`config.mk`:
```
export PLATFORM = sky130hd
export DESIGN_NAME = bcr_top
export DESIGN_NICKNAME = d
export VERILOG_FILES = /design/src/hw/bcr_pkg.sv /design/src/hw/bcr_top.sv
export VERILOG_INCLUDE_DIRS = /design/src /design/src/hw
export SDC_FILE = /design/constraint.sdc
export NUM_CORES = 1
export LEC_CHECK = 0
export BUFFER_PORTS_ARGS = -buffer_cell sky130_fd_sc_hd__buf_4
export CAP_MARGIN = 20
export CELL_PAD_IN_SITES_DETAIL_PLACEMENT = 2
export CELL_PAD_IN_SITES_GLOBAL_PLACEMENT = 2
export CORE_ASPECT_RATIO = 1.5
export CORE_UTILIZATION = 37
export DETAILED_ROUTE_END_ITERATION = 8
export HOLD_SLACK_MARGIN = 0.06
export PLACE_DENSITY_LB_ADDON = 0.12
export SLEW_MARGIN = 5
export SYNTH_ARGS = -nofsm -noshare
export SYNTH_HDL_FRONTEND = slang
export SYNTH_SLANG_ARGS = --single-unit
```
`constraint.sdc`:
```
create_clock -name mclk -period 3.8 [get_ports mclk]
set_clock_uncertainty 0.2 [all_clocks]
set_input_delay 0.19 -clock mclk [delete_from_list [all_inputs] [get_ports mclk]]
set_output_delay 0.19 -clock mclk [all_outputs]
set_load 0.02 [all_outputs]
```
`src/hw/bcr_regs.svh`:
```
// Register indices, field positions, reset values and timing figures of the control bank
//
// Notes on behaviour
// - Board-type identifier is 16 bits, read-only, upper and lower bytes at two addresses.
// - Revision byte: board revision in upper nibble, logic revision in lower nibble.
// - Slot address is five read-only bits; upper three bits read zero.
// - Slot address returns to default only on power-on reset, never on warm reset.
// - Watchdog counts a timeout chosen by a four-bit period field, 125 ms to 4096 s.
// - Watchdog is disarmed after power-on and stays idle until the arm bit is set.
// - Once armed, disarm and mode changes are ignored; arm bit reads one until power cycle.
// - Writing one to arm/kick while armed restarts the timeout period.
// - Each timeout sets the expiry flag; writing one clears it, zero leaves it.
// - Expiry flag survives warm and watchdog resets; cleared by power cycle or software.
// - Two-bit mode selects flag only, hard reset, interrupt or dual-stage.
// - Flag-only timeout just sets the flag; resume by clearing flag then kicking.
// - Reset mode timeout asserts a hard system reset.
// - Interrupt mode timeout raises an interrupt, routed by the routing field.
// - Dual-stage first timeout raises interrupt and restarts with same period.
// - Dual-stage second timeout with no kick between asserts a hard reset.
// - LED function field: zero shows boot progress, one software control, rest reserved.
// - Boot progress shows upper nibble, lower nibble, then pause, in green, repeating.
// - Until the first progress code write, LEDs show red fault indications.
// - Command nibble: get LED 0-3 is 0-3, set LED 0-3 is 8-11; resets zero.
// - Colour nibble: off 0, green 1, red 2, red and green 3; resets zero.
// - General output bits drive rear outputs; reset zero; upper four bits read zero.
// - Watchdog interrupt delivered only when routing field selects line one; zero suppresses.
`ifndef BCR_REGS_SVH
`define BCR_REGS_SVH

// Register indices; byte address is four times the index
`define BCR_IDX_ROUTE     10'h286
`define BCR_IDX_ID_HI     10'h288
`define BCR_IDX_REV       10'h289
`define BCR_IDX_SLOT      10'h28A
`define BCR_IDX_WD        10'h28C
`define BCR_IDX_ID_LO     10'h28D
`define BCR_IDX_LED_CFG   10'h290
`define BCR_IDX_LED_CMD   10'h291
`define BCR_IDX_GPO       10'h292
`define BCR_IDX_POST      10'h2A0

// Watchdog control fields
`define BCR_WD_EXP_BIT    7
`define BCR_WD_MODE_HI    6
`define BCR_WD_MODE_LO    5
`define BCR_WD_ARM_BIT    4
`define BCR_WD_PER_HI     3
`define BCR_WD_PER_LO     0
`define BCR_WD_MODE_FLAG  2'h0
`define BCR_WD_MODE_RST   2'h1
`define BCR_WD_MODE_IRQ   2'h2
`define BCR_WD_MODE_DUAL  2'h3
`define BCR_ROUTE_LINE    2'h1

// LED command and function encodings
`define BCR_LED_FN_POST   4'h0
`define BCR_LED_FN_SOFT   4'h1
`define BCR_LED_CMD_SET   1'h1
`define BCR_LED_CMD_RSV   1'h0
`define BCR_COL_MAX       4'h3

// Reset values
`define BCR_RST_BYTE      8'h00
`define BCR_RST_NIB       4'h0

// Timing: base watchdog tick and LED display phase
`define BCR_CLK_MHZ       250
`define BCR_WD_BASE_MS    125
`define BCR_LED_PHASE_MS  500
`define BCR_WD_TICK_CYC   (`BCR_WD_BASE_MS * `BCR_CLK_MHZ * 1000)
`define BCR_LED_PHASE_CYC (`BCR_LED_PHASE_MS * `BCR_CLK_MHZ * 1000)

`endif

```
`src/hw/bcr_pkg.sv`:
```
// Types shared by the board control register bank
package bcr_pkg;

  typedef enum logic [3:0] {
    SEL_NONE, SEL_ROUTE, SEL_ID_HI, SEL_REV, SEL_SLOT, SEL_WD,
    SEL_ID_LO, SEL_LED_CFG, SEL_LED_CMD, SEL_GPO, SEL_POST
  } bcr_sel_e;

  typedef enum logic [1:0] {
    PH_HIGH, PH_LOW, PH_PAUSE
  } bcr_phase_e;

  typedef struct packed {
    logic [3:0] red;
    logic [3:0] green;
  } bcr_lamp_s;

  typedef struct packed {
    logic power_good_missing;
    logic cpu_fatal;
    logic pci_reset_stuck;
    logic boot_failed;
  } bcr_fault_s;

endpackage : bcr_pkg

```
`src/hw/bcr_top.sv`:
```
// Board control register bank: identity, slot, watchdog, debug lamps, rear outputs
//
// Design decision made here: the APB register port.
`timescale 1ns/1ps
`include "bcr_regs.svh"

module bcr_top #(
  parameter logic [15:0] BOARD_ID     = 16'h5A00,   // Arbitrary neutral identifier
  parameter logic [3:0]  BOARD_REV    = 4'h0,
  parameter logic [3:0]  LOGIC_REV    = 4'h0,
  parameter int unsigned WD_TICK_CYC  = `BCR_WD_TICK_CYC,
  parameter int unsigned LED_PHASE_CYC = `BCR_LED_PHASE_CYC
) (
  input  wire  logic               mclk,          // 250 MHz clock
  input  wire  logic               nrst,          // Power-on reset, async
  input  wire  logic               warm_rst_n,    // Warm reset, sync
  input  wire  logic               psel,          // APB select
  input  wire  logic               penable,       // APB enable
  input  wire  logic               pwrite,        // APB direction
  input  wire  logic [11:0]        paddr,         // APB byte address
  input  wire  logic [31:0]        pwdata,        // APB write data
  output logic       [31:0]        prdata,        // APB read data
  output logic                     pready,        // APB ready
  output logic                     pslverr,       // APB error
  input  wire  logic [4:0]         site_number,   // Backplane slot address
  input  wire  bcr_pkg::bcr_fault_s fault_in,     // Power-up fault indications
  output bcr_pkg::bcr_lamp_s       debug_lamp,    // Debug lamp drive
  output logic [3:0]               general_out,   // Rear general outputs
  output logic                     wd_irq,        // Watchdog interrupt request
  output logic                     wd_hard_reset  // Watchdog hard reset pulse
);

  // ------------------------------------------------------------
  // Address decode
  // ------------------------------------------------------------
  function automatic bcr_pkg::bcr_sel_e reg_sel(input logic [11:0] a);
    logic [9:0] idx;
    idx = a[11:2];
    if (a[1:0] != 2'h0)                reg_sel = bcr_pkg::SEL_NONE;
    else if (idx == `BCR_IDX_ROUTE)    reg_sel = bcr_pkg::SEL_ROUTE;
    else if (idx == `BCR_IDX_ID_HI)    reg_sel = bcr_pkg::SEL_ID_HI;
    else if (idx == `BCR_IDX_REV)      reg_sel = bcr_pkg::SEL_REV;
    else if (idx == `BCR_IDX_SLOT)     reg_sel = bcr_pkg::SEL_SLOT;
    else if (idx == `BCR_IDX_WD)       reg_sel = bcr_pkg::SEL_WD;
    else if (idx == `BCR_IDX_ID_LO)    reg_sel = bcr_pkg::SEL_ID_LO;
    else if (idx == `BCR_IDX_LED_CFG)  reg_sel = bcr_pkg::SEL_LED_CFG;
    else if (idx == `BCR_IDX_LED_CMD)  reg_sel = bcr_pkg::SEL_LED_CMD;
    else if (idx == `BCR_IDX_GPO)      reg_sel = bcr_pkg::SEL_GPO;
    else if (idx == `BCR_IDX_POST)     reg_sel = bcr_pkg::SEL_POST;
    else                               reg_sel = bcr_pkg::SEL_NONE;
  endfunction : reg_sel

  // ------------------------------------------------------------
  // State
  // ------------------------------------------------------------
  logic [31:0]          prdata_reg,    prdata_next;
  logic                 pready_reg,    pready_next;
  logic                 pslverr_reg,   pslverr_next;
  logic [4:0]           slot_reg,      slot_next;
  logic                 slot_ok_reg,   slot_ok_next;
  logic                 armed_reg,     armed_next;
  logic                 run_reg,       run_next;
  logic                 exp_reg,       exp_next;
  logic [1:0]           mode_reg,      mode_next;
  logic [3:0]           period_reg,    period_next;
  logic                 stage_reg,     stage_next;
  logic [31:0]          tick_reg,      tick_next;
  logic [15:0]          pcnt_reg,      pcnt_next;
  logic                 irq_reg,       irq_next;
  logic                 hrst_reg,      hrst_next;
  logic [1:0]           route_reg,     route_next;
  logic [3:0]           led_fn_reg,    led_fn_next;
  logic [3:0]           led_cmd_reg,   led_cmd_next;
  logic [3:0]           led_col_reg,   led_col_next;
  logic [1:0]           soft_col_reg [4];
  logic [1:0]           soft_col_next[4];
  logic [7:0]           post_reg,      post_next;
  logic                 post_seen_reg, post_seen_next;
  bcr_pkg::bcr_phase_e  phase_reg,     phase_next;
  logic [31:0]          phcnt_reg,     phcnt_next;
  bcr_pkg::bcr_lamp_s   lamp_reg,      lamp_next;
  logic [3:0]           gpo_reg,       gpo_next;

  bcr_pkg::bcr_sel_e    sel;
  logic                 wr_commit;
  logic                 setup;
  logic                 timeout;
  logic [15:0]          pcnt_last;
  logic [3:0]           fault_vec;

  assign sel       = reg_sel(paddr);
  assign setup     = psel & ~penable;
  assign wr_commit = psel & penable & pready_reg & pwrite;
  assign pcnt_last = (16'h1 << period_reg) - 16'h1;
  assign timeout   = armed_reg & run_reg & (tick_reg == WD_TICK_CYC - 1)
                   & (pcnt_reg == pcnt_last);
  assign fault_vec = {fault_in.power_good_missing, fault_in.cpu_fatal,
                      fault_in.pci_reset_stuck, fault_in.boot_failed};

  // ------------------------------------------------------------
  // APB slave: read data sampled in setup, answer in first access cycle
  // ------------------------------------------------------------
  always_comb begin
    prdata_next  = prdata_reg;
    pready_next  = setup;
    pslverr_next = 1'b0;
    if (setup) begin
      prdata_next = 32'h0;
      case (sel)
        bcr_pkg::SEL_ROUTE:   prdata_next[1:0] = route_reg;
        bcr_pkg::SEL_ID_HI:   prdata_next[7:0] = BOARD_ID[15:8];
        bcr_pkg::SEL_ID_LO:   prdata_next[7:0] = BOARD_ID[7:0];
        bcr_pkg::SEL_REV:     prdata_next[7:0] = {BOARD_REV, LOGIC_REV};
        bcr_pkg::SEL_SLOT:    prdata_next[7:0] = {3'h0, slot_reg};
        bcr_pkg::SEL_WD:      prdata_next[7:0] = {exp_reg, mode_reg,
                                                  armed_reg, period_reg};
        bcr_pkg::SEL_LED_CFG: prdata_next[7:0] = {4'h0, led_fn_reg};
        bcr_pkg::SEL_LED_CMD: prdata_next[7:0] = {led_cmd_reg, led_col_reg};
        bcr_pkg::SEL_GPO:     prdata_next[7:0] = {4'h0, gpo_reg};
        bcr_pkg::SEL_POST:    prdata_next[7:0] = post_reg;
        default:              pslverr_next     = 1'b1;
      endcase
    end
  end

  always_ff @(posedge mclk or negedge nrst) begin
    if (!nrst) begin
      prdata_reg  <= 32'h0;
      pready_reg  <= 1'b0;
      pslverr_reg <= 1'b0;
    end else begin
      prdata_reg  <= prdata_next;
      pready_reg  <= pready_next;
      pslverr_reg <= pslverr_next;
    end
  end

  // ------------------------------------------------------------
  // Slot address: caught once after power-on release, kept over warm reset
  // ------------------------------------------------------------
  always_comb begin
    slot_next    = slot_reg;
    slot_ok_next = 1'b1;
    if (!slot_ok_reg) begin
      slot_next = site_number;
    end
  end

  always_ff @(posedge mclk or negedge nrst) begin
    if (!nrst) begin
      slot_reg    <= 5'h0;
      slot_ok_reg <= 1'b0;
    end else begin
      slot_reg    <= slot_next;
      slot_ok_reg <= slot_ok_next;
    end
  end

  // ------------------------------------------------------------
  // Watchdog
  // ------------------------------------------------------------
  // Only power-on reset touches this group; warm reset leaves the lock and flag.
  always_comb begin
    logic wd_wr;
    logic kick;
    logic irq_hit;
    wd_wr       = wr_commit & (sel == bcr_pkg::SEL_WD);
    kick        = wd_wr & armed_reg & pwdata[`BCR_WD_ARM_BIT];
    irq_hit     = 1'b0;
    armed_next  = armed_reg;
    run_next    = run_reg;
    exp_next    = exp_reg;
    mode_next   = mode_reg;
    period_next = period_reg;
    stage_next  = stage_reg;
    irq_next    = irq_reg;
    hrst_next   = 1'b0;
    tick_next   = tick_reg;
    pcnt_next   = pcnt_reg;
    if (armed_reg && run_reg) begin
      if (tick_reg == WD_TICK_CYC - 1) begin
        tick_next = 32'h0;
        pcnt_next = pcnt_reg + 16'h1;
      end else begin
        tick_next = tick_reg + 32'h1;
      end
    end
    if (wd_wr && pwdata[`BCR_WD_EXP_BIT]) begin
      exp_next = 1'b0;
      irq_next = 1'b0;
    end
    if (wd_wr && !armed_reg) begin
      mode_next   = pwdata[`BCR_WD_MODE_HI:`BCR_WD_MODE_LO];
      period_next = pwdata[`BCR_WD_PER_HI:`BCR_WD_PER_LO];
      if (pwdata[`BCR_WD_ARM_BIT]) begin
        armed_next = 1'b1;
        run_next   = 1'b1;
        tick_next  = 32'h0;
        pcnt_next  = 16'h0;
      end
    end
    if (timeout) begin
      exp_next  = 1'b1;
      tick_next = 32'h0;
      pcnt_next = 16'h0;
      case (mode_reg)
        `BCR_WD_MODE_FLAG: run_next  = 1'b0;
        `BCR_WD_MODE_RST:  hrst_next = 1'b1;
        `BCR_WD_MODE_IRQ:  irq_hit   = 1'b1;
        default: begin
          if (stage_reg) begin
            hrst_next  = 1'b1;
            stage_next = 1'b0;
          end else begin
            irq_hit    = 1'b1;
            stage_next = 1'b1;
          end
        end
      endcase
    end
    if (kick) begin
      tick_next  = 32'h0;
      pcnt_next  = 16'h0;
      stage_next = 1'b0;
      irq_next   = 1'b0;
      if (mode_reg != `BCR_WD_MODE_FLAG || !exp_next) begin
        run_next = 1'b1;
      end
    end
    if (irq_hit && route_reg == `BCR_ROUTE_LINE) begin
      irq_next = 1'b1;
    end
  end

  always_ff @(posedge mclk or negedge nrst) begin
    if (!nrst) begin
      armed_reg  <= 1'b0;
      run_reg    <= 1'b0;
      exp_reg    <= 1'b0;
      mode_reg   <= `BCR_WD_MODE_FLAG;
      period_reg <= `BCR_RST_NIB;
      stage_reg  <= 1'b0;
      irq_reg    <= 1'b0;
      hrst_reg   <= 1'b0;
      tick_reg   <= 32'h0;
      pcnt_reg   <= 16'h0;
    end else begin
      armed_reg  <= armed_next;
      run_reg    <= run_next;
      exp_reg    <= exp_next;
      mode_reg   <= mode_next;
      period_reg <= period_next;
      stage_reg  <= stage_next;
      irq_reg    <= irq_next;
      hrst_reg   <= hrst_next;
      tick_reg   <= tick_next;
      pcnt_reg   <= pcnt_next;
    end
  end

  // ------------------------------------------------------------
  // Software-written control: routing, lamps, progress code, outputs
  // ------------------------------------------------------------
  always_comb begin
    route_next     = route_reg;
    led_fn_next    = led_fn_reg;
    led_cmd_next   = led_cmd_reg;
    led_col_next   = led_col_reg;
    soft_col_next  = soft_col_reg;
    post_next      = post_reg;
    post_seen_next = post_seen_reg;
    gpo_next       = gpo_reg;
    if (!warm_rst_n) begin
      route_next     = 2'h0;
      led_fn_next    = `BCR_LED_FN_POST;
      led_cmd_next   = `BCR_RST_NIB;
      led_col_next   = `BCR_RST_NIB;
      soft_col_next  = '{default: 2'h0};
      post_next      = `BCR_RST_BYTE;
      post_seen_next = 1'b0;
      gpo_next       = `BCR_RST_NIB;
    end else if (wr_commit) begin
      case (sel)
        bcr_pkg::SEL_ROUTE:   route_next  = pwdata[1:0];
        bcr_pkg::SEL_LED_CFG: led_fn_next = pwdata[3:0];
        bcr_pkg::SEL_GPO:     gpo_next    = pwdata[3:0];
        bcr_pkg::SEL_POST: begin
          post_next      = pwdata[7:0];
          post_seen_next = 1'b1;
        end
        bcr_pkg::SEL_LED_CMD: begin
          led_cmd_next = pwdata[7:4];
          led_col_next = pwdata[3:0];
          if (led_fn_reg == `BCR_LED_FN_SOFT && pwdata[6] == 1'b0) begin
            if (pwdata[7] == `BCR_LED_CMD_SET) begin
              if (pwdata[3:0] <= `BCR_COL_MAX) begin
                soft_col_next[pwdata[5:4]] = pwdata[1:0];
              end
            end else begin
              led_col_next = {2'h0, soft_col_reg[pwdata[5:4]]};
            end
          end
        end
        default: ;
      endcase
    end
  end

  always_ff @(posedge mclk or negedge nrst) begin
    if (!nrst) begin
      route_reg     <= 2'h0;
      led_fn_reg    <= `BCR_LED_FN_POST;
      led_cmd_reg   <= `BCR_RST_NIB;
      led_col_reg   <= `BCR_RST_NIB;
      soft_col_reg  <= '{default: 2'h0};
      post_reg      <= `BCR_RST_BYTE;
      post_seen_reg <= 1'b0;
      gpo_reg       <= `BCR_RST_NIB;
    end else begin
      route_reg     <= route_next;
      led_fn_reg    <= led_fn_next;
      led_cmd_reg   <= led_cmd_next;
      led_col_reg   <= led_col_next;
      soft_col_reg  <= soft_col_next;
      post_reg      <= post_next;
      post_seen_reg <= post_seen_next;
      gpo_reg       <= gpo_next;
    end
  end

  // ------------------------------------------------------------
  // Progress display sequencer
  // ------------------------------------------------------------
  always_comb begin
    phase_next = phase_reg;
    phcnt_next = phcnt_reg + 32'h1;
    if (phcnt_reg == LED_PHASE_CYC - 1) begin
      phcnt_next = 32'h0;
      case (phase_reg)
        bcr_pkg::PH_HIGH: phase_next = bcr_pkg::PH_LOW;
        bcr_pkg::PH_LOW:  phase_next = bcr_pkg::PH_PAUSE;
        default:          phase_next = bcr_pkg::PH_HIGH;
      endcase
    end
  end

  always_ff @(posedge mclk or negedge nrst) begin
    if (!nrst) begin
      phase_reg <= bcr_pkg::PH_HIGH;
      phcnt_reg <= 32'h0;
    end else begin
      phase_reg <= phase_next;
      phcnt_reg <= phcnt_next;
    end
  end

  // ------------------------------------------------------------
  // Per-lamp colour choice
  // ------------------------------------------------------------
  for (genvar i = 0; i < 4; i++) begin : g_lamp
    always_comb begin
      lamp_next.red[i]   = 1'b0;
      lamp_next.green[i] = 1'b0;
      if (!post_seen_reg) begin
        lamp_next.red[i] = fault_vec[i];
      end else if (led_fn_reg == `BCR_LED_FN_POST) begin
        if (phase_reg == bcr_pkg::PH_HIGH) begin
          lamp_next.green[i] = post_reg[i + 4];
        end else if (phase_reg == bcr_pkg::PH_LOW) begin
          lamp_next.green[i] = post_reg[i];
        end
      end else if (led_fn_reg == `BCR_LED_FN_SOFT) begin
        lamp_next.red[i]   = soft_col_reg[i][1];
        lamp_next.green[i] = soft_col_reg[i][0];
      end
    end
  end

  always_ff @(posedge mclk or negedge nrst) begin
    if (!nrst) begin
      lamp_reg <= '0;
    end else begin
      lamp_reg <= lamp_next;
    end
  end

  assign prdata        = prdata_reg;
  assign pready        = pready_reg;
  assign pslverr       = pslverr_reg;
  assign debug_lamp    = lamp_reg;
  assign general_out   = gpo_reg;
  assign wd_irq        = irq_reg;
  assign wd_hard_reset = hrst_reg;

endmodule : bcr_top

```
Yosys cells after proc, flatten, opt, wreduce, memory -nomap -nowiden:

Cells that the tools add are included.

* bitwise operators: 13
* reduce and logical (&&, ||, !) cells: 28
* shift operators: 1
* magnitude comparators: 3
* $add $sub $neg: 4
* muxes and demuxes: 116
* eq/ne operators: 38

Operator list (number)
* $mux W32: 7
* $eq A10 B10 Y1 const B: 10
* $mux W4: 25
* $mux W16: 6
* $mux W8: 9
* $add A32 B1 Y32 const B: 2
* $mux W1: 55
* $pmux W6 S7: 1
* $eq A32 B25 Y1 const B: 1
* $eq A32 B27 Y1 const B: 1
* $ne A2 B1 Y1 const B: 10
* $add A16 B1 Y16 const B: 1
* $eq A16 B16 Y1: 1
* $eq A4 B3 Y1 const B: 4
* $pmux W2 S8: 1
* $shl A1 B4 Y16 const A: 1
* $sub A16 B1 Y16 const B: 1
* $reduce_and A2 Y1: 7
* $eq A4 B4 Y1 const B: 3
* $mux W2: 6
* $and A1 B1 Y1: 10
* $reduce_or A10 Y1: 1
* $bwmux W8: 1
* $eq A4 B1 Y1 const B: 2
* other kinds (22): 37

* input port bits: 59
* bits in registers: 153

Depth between registers and ports, before layout:

* word-level depth: 21
* gate-level depth with buffers: 14

Least setup slack after synthesis:

OpenSTA, ideal clock, no wires.

* path type: register to register
* from: register period_reg[1]
* to: register stage_reg
* slack: 0.487 ns
* required time: 3.523 ns
* cell stages (with the launch flop): 13
* setup time: 0.077 ns
* arrival time: 3.035 ns
* cells stage by stage: dfrtp_1 > clkbuf_1 > buf_2 > nor2_1 > nand2_1 > ha_1 > buf_2 > xnor2_2 > a31oi_1 > or4_1 > a2111o_1 > or4_1 > a21oi_1

* longest elaborated chain between the ends: 6

RTL lines
* start: declaration: line bcr_top.sv:65 `logic [3:0] period_reg, period_next;`
* start signal: assignment: line bcr_top.sv:241 `` period_reg <= `BCR_RST_NIB; ``
* start signal: assignment: line bcr_top.sv:252 `period_reg <= period_next;`
* $shl A1 B4 Y16: line bcr_top.sv:94 `assign pcnt_last = (16'h1 << period_reg) - 16'h1;`
* $sub A16 B1 Y16: line bcr_top.sv:94
* $eq A16 B16 Y1: line bcr_top.sv:96 `& (pcnt_reg == pcnt_last);`
* $and A1 B1 Y1: line bcr_top.sv:96
* $reduce_bool A2 Y1 (no source line)
* $reduce_and A2 Y1 (no source line)
* end signal: assignment: line bcr_top.sv:253 `stage_reg <= stage_next;`
* end: declaration: line bcr_top.sv:66 `logic stage_reg, stage_next;`

Every way passes these cells.
A chain may end at the register's enable or synchronous reset.

Worst setup path after layout:

* from: register period_reg[3]
* to: register stage_reg

The elaborated chain is that of the path after synthesis.

==> impl_metrics.xml <==
<?xml version="1.0" encoding="UTF-8"?>
<metrics>
  <group name="setup_path">
    <metric name="timing.critical_path.from" unit="">period_reg[3]</metric>
    <metric name="startpoint_of_the_lowest_slack_register_to_register_path" unit="">period_reg[3]</metric>
    <metric name="crit_family" unit="">simple AND/OR/NAND/NOR gates</metric>
    <metric name="cp_num_buf_inv" unit="">0</metric>
    <metric name="timing.critical_path.cells" unit="">nor3_1 -&gt; nand2_1 -&gt; ha_1 -&gt; xnor2_2 -&gt; a31oi_1 -&gt; or4_1 -&gt; a2111o_1 -&gt; or4_1 -&gt; a21oi_1</metric>
    <metric name="cp_max_stage_cell" unit="">dfrtp_1</metric>
    <metric name="critical_path_required" unit="ns">3.97</metric>
    <metric name="critical_path_s_largest_stage_delay" unit="ns">0.54</metric>
    <metric name="setup.worst_path.start_class" unit="">register</metric>
    <metric name="critical_path_peak_fanout" unit="">14</metric>
    <metric name="cp_arrival" unit="ns">3.57</metric>
    <metric name="timing.critical_path.to_type" unit="">register</metric>
    <metric name="crit_path_frequent_cell" unit="">or4_1</metric>
    <metric name="setup.worst_path.class" unit="">reg -&gt; reg</metric>
  </group>
  <group name="synth">
    <metric name="synth_top_cells_by_area" unit="">dfrtp_1 (45%), nor2_1 (5.0%), xor2_1 (4.1%)</metric>
    <metric name="async_sr_flop_fraction" unit="">1.00</metric>
    <metric name="synthDistinctLibCells" unit="">73</metric>
    <metric name="number_of_flops_mapped_to_enable_cells_by_yosys" unit="">0</metric>
    <metric name="yosysWarnings" unit="">0</metric>
    <metric name="syn_area" unit="um^2">8560</metric>
    <metric name="area_leader_netlist" unit="">dfrtp_1</metric>
    <metric name="synth-seq-cells" unit="">153</metric>
    <metric name="synthesis.instances" unit="">904</metric>
    <metric name="synth_ff_type" unit="">dfrtp_1</metric>
    <metric name="postSynthAreaPerCell" unit="um^2">9.47</metric>
    <metric name="synth.yosys.seq_area_share" unit="">0.447</metric>
    <metric name="synth.top_cell.area_share" unit="">0.447</metric>
  </group>
  <group name="die">
    <metric name="die_width" unit="um">126</metric>
    <metric name="die_y" unit="um">188</metric>
    <metric name="dieArea" unit="um^2">23800</metric>
    <metric name="floorplan.core_area" unit="um^2">22600</metric>
    <metric name="num_rows" unit="">67</metric>
    <metric name="effective_utilization_at_floorplan" unit="">0.380</metric>
    <metric name="boundaryPins" unit="">107</metric>
  </group>
  <group name="clocking">
    <metric name="cts_inserted_buffers" unit="">17</metric>
    <metric name="cts.repair_timing.setup_buffer_count" unit="">0</metric>
    <metric name="cts-root-buf" unit="">clkbuf_16</metric>
    <metric name="insertion_delay" unit="ns">0.44</metric>
    <metric name="cts-htree-levels" unit="">4</metric>
    <metric name="post_cts_hold_buffer_count" unit="">22</metric>
    <metric name="cts_sinks" unit="">153</metric>
    <metric name="cts_tree" unit="">done</metric>
    <metric name="clock_tree.buffer_depth" unit="">2</metric>
    <metric name="clk_pin_slew_worst_paths" unit="ns">0.06</metric>
    <metric name="cts_resized" unit="">0</metric>
  </group>
  <group name="cells_and_area">
    <metric name="multi_input_comb_area" unit="um^2">4390</metric>
    <metric name="share_of_cells_above_drive_strength_1" unit="">0.144</metric>
    <metric name="nets_finish" unit="">1039</metric>
    <metric name="layout.core_utilization" unit="">0.444</metric>
    <metric name="sequential_cell_area" unit="um^2">3830</metric>
    <metric name="area_delta_synth_final" unit="%">16.9</metric>
    <metric name="layout.filler_cells" unit="">2411</metric>
    <metric name="n_antenna_cell" unit="">0</metric>
  </group>
  <group name="pwr">
    <metric name="power_density" unit="nW/um^2">352</metric>
    <metric name="power.ir.vdd_worst" unit="mV">0.310</metric>
    <metric name="fin_total_pwr" unit="uW">3520</metric>
    <metric name="p_leak" unit="uW">0.00433</metric>
  </group>
  <group name="global_route">
    <metric name="first_global_vias" unit="">8015</metric>
    <metric name="grt_overflow" unit="">0</metric>
    <metric name="grt_start_max_net_pins" unit="">81</metric>
    <metric name="grt_antenna_before_repair" unit="">0</metric>
    <metric name="grt_pass1_wl" unit="um">44000</metric>
    <metric name="grtUsageTotal" unit="">0.241</metric>
  </group>
  <group name="routing">
    <metric name="drt_wl_total" unit="um">27300</metric>
    <metric name="first_iter_violations" unit="">253</metric>
    <metric name="detail_route.first_pass.iterations" unit="">4</metric>
    <metric name="routed_wire_length_per_instance" unit="um">21.6</metric>
    <metric name="drtAntennaViolNets" unit="">0</metric>
    <metric name="detail_route.vias_per_cell" unit="">5.59</metric>
    <metric name="via_count" unit="">7072</metric>
    <metric name="drcViolationCount" unit="">0</metric>
  </group>
  <group name="timing">
    <metric name="shortest_clock_period_the_worst_path_allows_after_layout" unit="ns">3.40</metric>
    <metric name="post-route-period-util" unit="">0.895</metric>
    <metric name="transition_time_at_the_pin_with_the_least_slew_margin" unit="ns">0.801</metric>
    <metric name="grt_setup_unrepaired" unit="">false</metric>
    <metric name="report.final.setup_viol" unit="">0</metric>
    <metric name="final-max-slew-violation-count" unit="">0</metric>
    <metric name="timing.fmax" unit="GHz">0.294</metric>
    <metric name="hold_violations" unit="">0</metric>
    <metric name="fin_setup_tns" unit="ns">0</metric>
    <metric name="slew_headroom" unit="">0.460</metric>
  </group>
  <group name="run">
    <metric name="max_cap_viol_count" unit="">0</metric>
  </group>
  <group name="place">
    <metric name="dp_hpwl" unit="um">19800</metric>
    <metric name="finalWeightedCongestion" unit="">0.850</metric>
    <metric name="io_buffer_count" unit="">58</metric>
  </group>
  <group name="worst_hold_path">
    <metric name="timing.hold.worst.start" unit="">paddr[0]</metric>
    <metric name="hp-class" unit="">in -&gt; reg</metric>
  </group>
  <group name="outcome">
    <metric name="outcome" unit="">complete, no violations</metric>
  </group>
</metrics>
## per-stage QoR
stage	hold WS (ns)	cells	cell area (um^2)	setup WS [ns]
3_3_place_gp	0.0764	1211	9220	0.398
3_5_place_dp	0.0894	1211	9220	0.399
4_1_cts	0.101	1265	10000	0.360
5_1_grt	0.137	1265	10000	0.177
6_report	0.132	1265	10000	0.400
2_1_floorplan	-0.306	927	8640	0.487
## where the power goes
| part | internal [uW] | leakage (uW) | switching [uW] | total, uW |
|---|---|---|---|---|
| logic | 64.8 | 0.00199 | 120 | 185 |
| clock network | 985 | 0.000271 | 705 | 1690 |
| registers | 1640 | 0.00207 | 7.70 | 1650 |
| total | 2690 | 0.00433 | 833 | 3520 |
## worst reg2reg max path, cell delays in order (launching register included)
cell and delay, ns:
dfrtp_1 0.54, nor3_1 0.33, nand2_1 0.12, ha_1 0.24, xnor2_2 0.25, a31oi_1 0.06
or4_1 0.49, a2111o_1 0.44, or4_1 0.52, a21oi_1 0.15
## placed cells by master (no fill, tap or decap), types with 4 or more instances in the layout
cell type,instances
dfrtp_1,153
nor2_1,113
nand2_1,85
buf_4,72
nand3_1,45
xor2_1,40
xnor2_1,39
nor2b_1,29
conb_1,25
nand4_1,22
a21oi_1,22
mux2i_1,22
dlygate4sd3_1,22
o21ai_0,21
inv_1,21
and3_1,18
nor3_1,17
clkbuf_16,17
nor4_1,14
mux2_2,14
a21boi_0,12
and4_1,11
a22oi_1,9
nor4bb_1,8
nand2b_1,8
and2_1,7
nor4b_1,6
or4_1,6
or3_1,5
o211a_1,5
a31oi_1,5
o2111ai_1,4
nor3b_1,4
o31ai_1,4
a211oi_1,4
ha_1,4
clkbuf_1,4
## synth_stat cells, types with 21 or more instances
library cell	number
nand3_1	45
nand2_1	85
nor2_1	113
a21oi_1	22
nand4_1	22
clkbuf_1	27
buf_4	25
xnor2_1	39
nor2b_1	29
dfrtp_1	153
inv_1	21
xor2_1	40
o21ai_0	21
mux2i_1	22
## path summary, 6_finish.rpt
path                             endpoint  slack, ns  cells after the start
min in group asynchronous     slot_reg[1]       0.16                      2
hold / removal                  prdata[2]       0.13                      5
max in group asynchronous  led_col_reg[2]       2.37                      3
setup / recovery                stage_reg       0.40                      9
hold reg to reg              phcnt_reg[4]       0.28                      1
setup reg to reg                stage_reg       0.40                      9
## final cells by class
cell class                      count  share of cell area
Clock buffer                       22              0.0454
Clock inverter                     10              0.0119
Inverter                           21             0.00788
Multi-Input combinational cell    687               0.439
Sequential cell                   153               0.383
Tap cell                          276              0.0345
Timing Repair Buffer               96              0.0791
## metal layers
layer  vias up  GRT usage  wire [um]
met3        53     0.0358        541
met4         0      0.120        958
met5         -          0          0
met2       113      0.450      14900
li1       3290          -          -
met1      3616      0.263      10900
## cells by family (layout without fill, tap and decap cells)
kind of cell             count (synthesis)  after routing  share of synthesized area
flip-flops                             153            153                      0.447
adder cells (fa/ha/maj)                  4              4                    0.00585
AND/OR/NAND/NOR                        414            414                      0.255
XOR/XNOR                                80             80                     0.0827
multiplexers                            38             38                     0.0494
AO/OA/AOI/OAI                          126            126                      0.107
buffers and inverters                   87            149                     0.0512
other                                    2             25                   0.000878
Power figures use the tool's default switching activity.
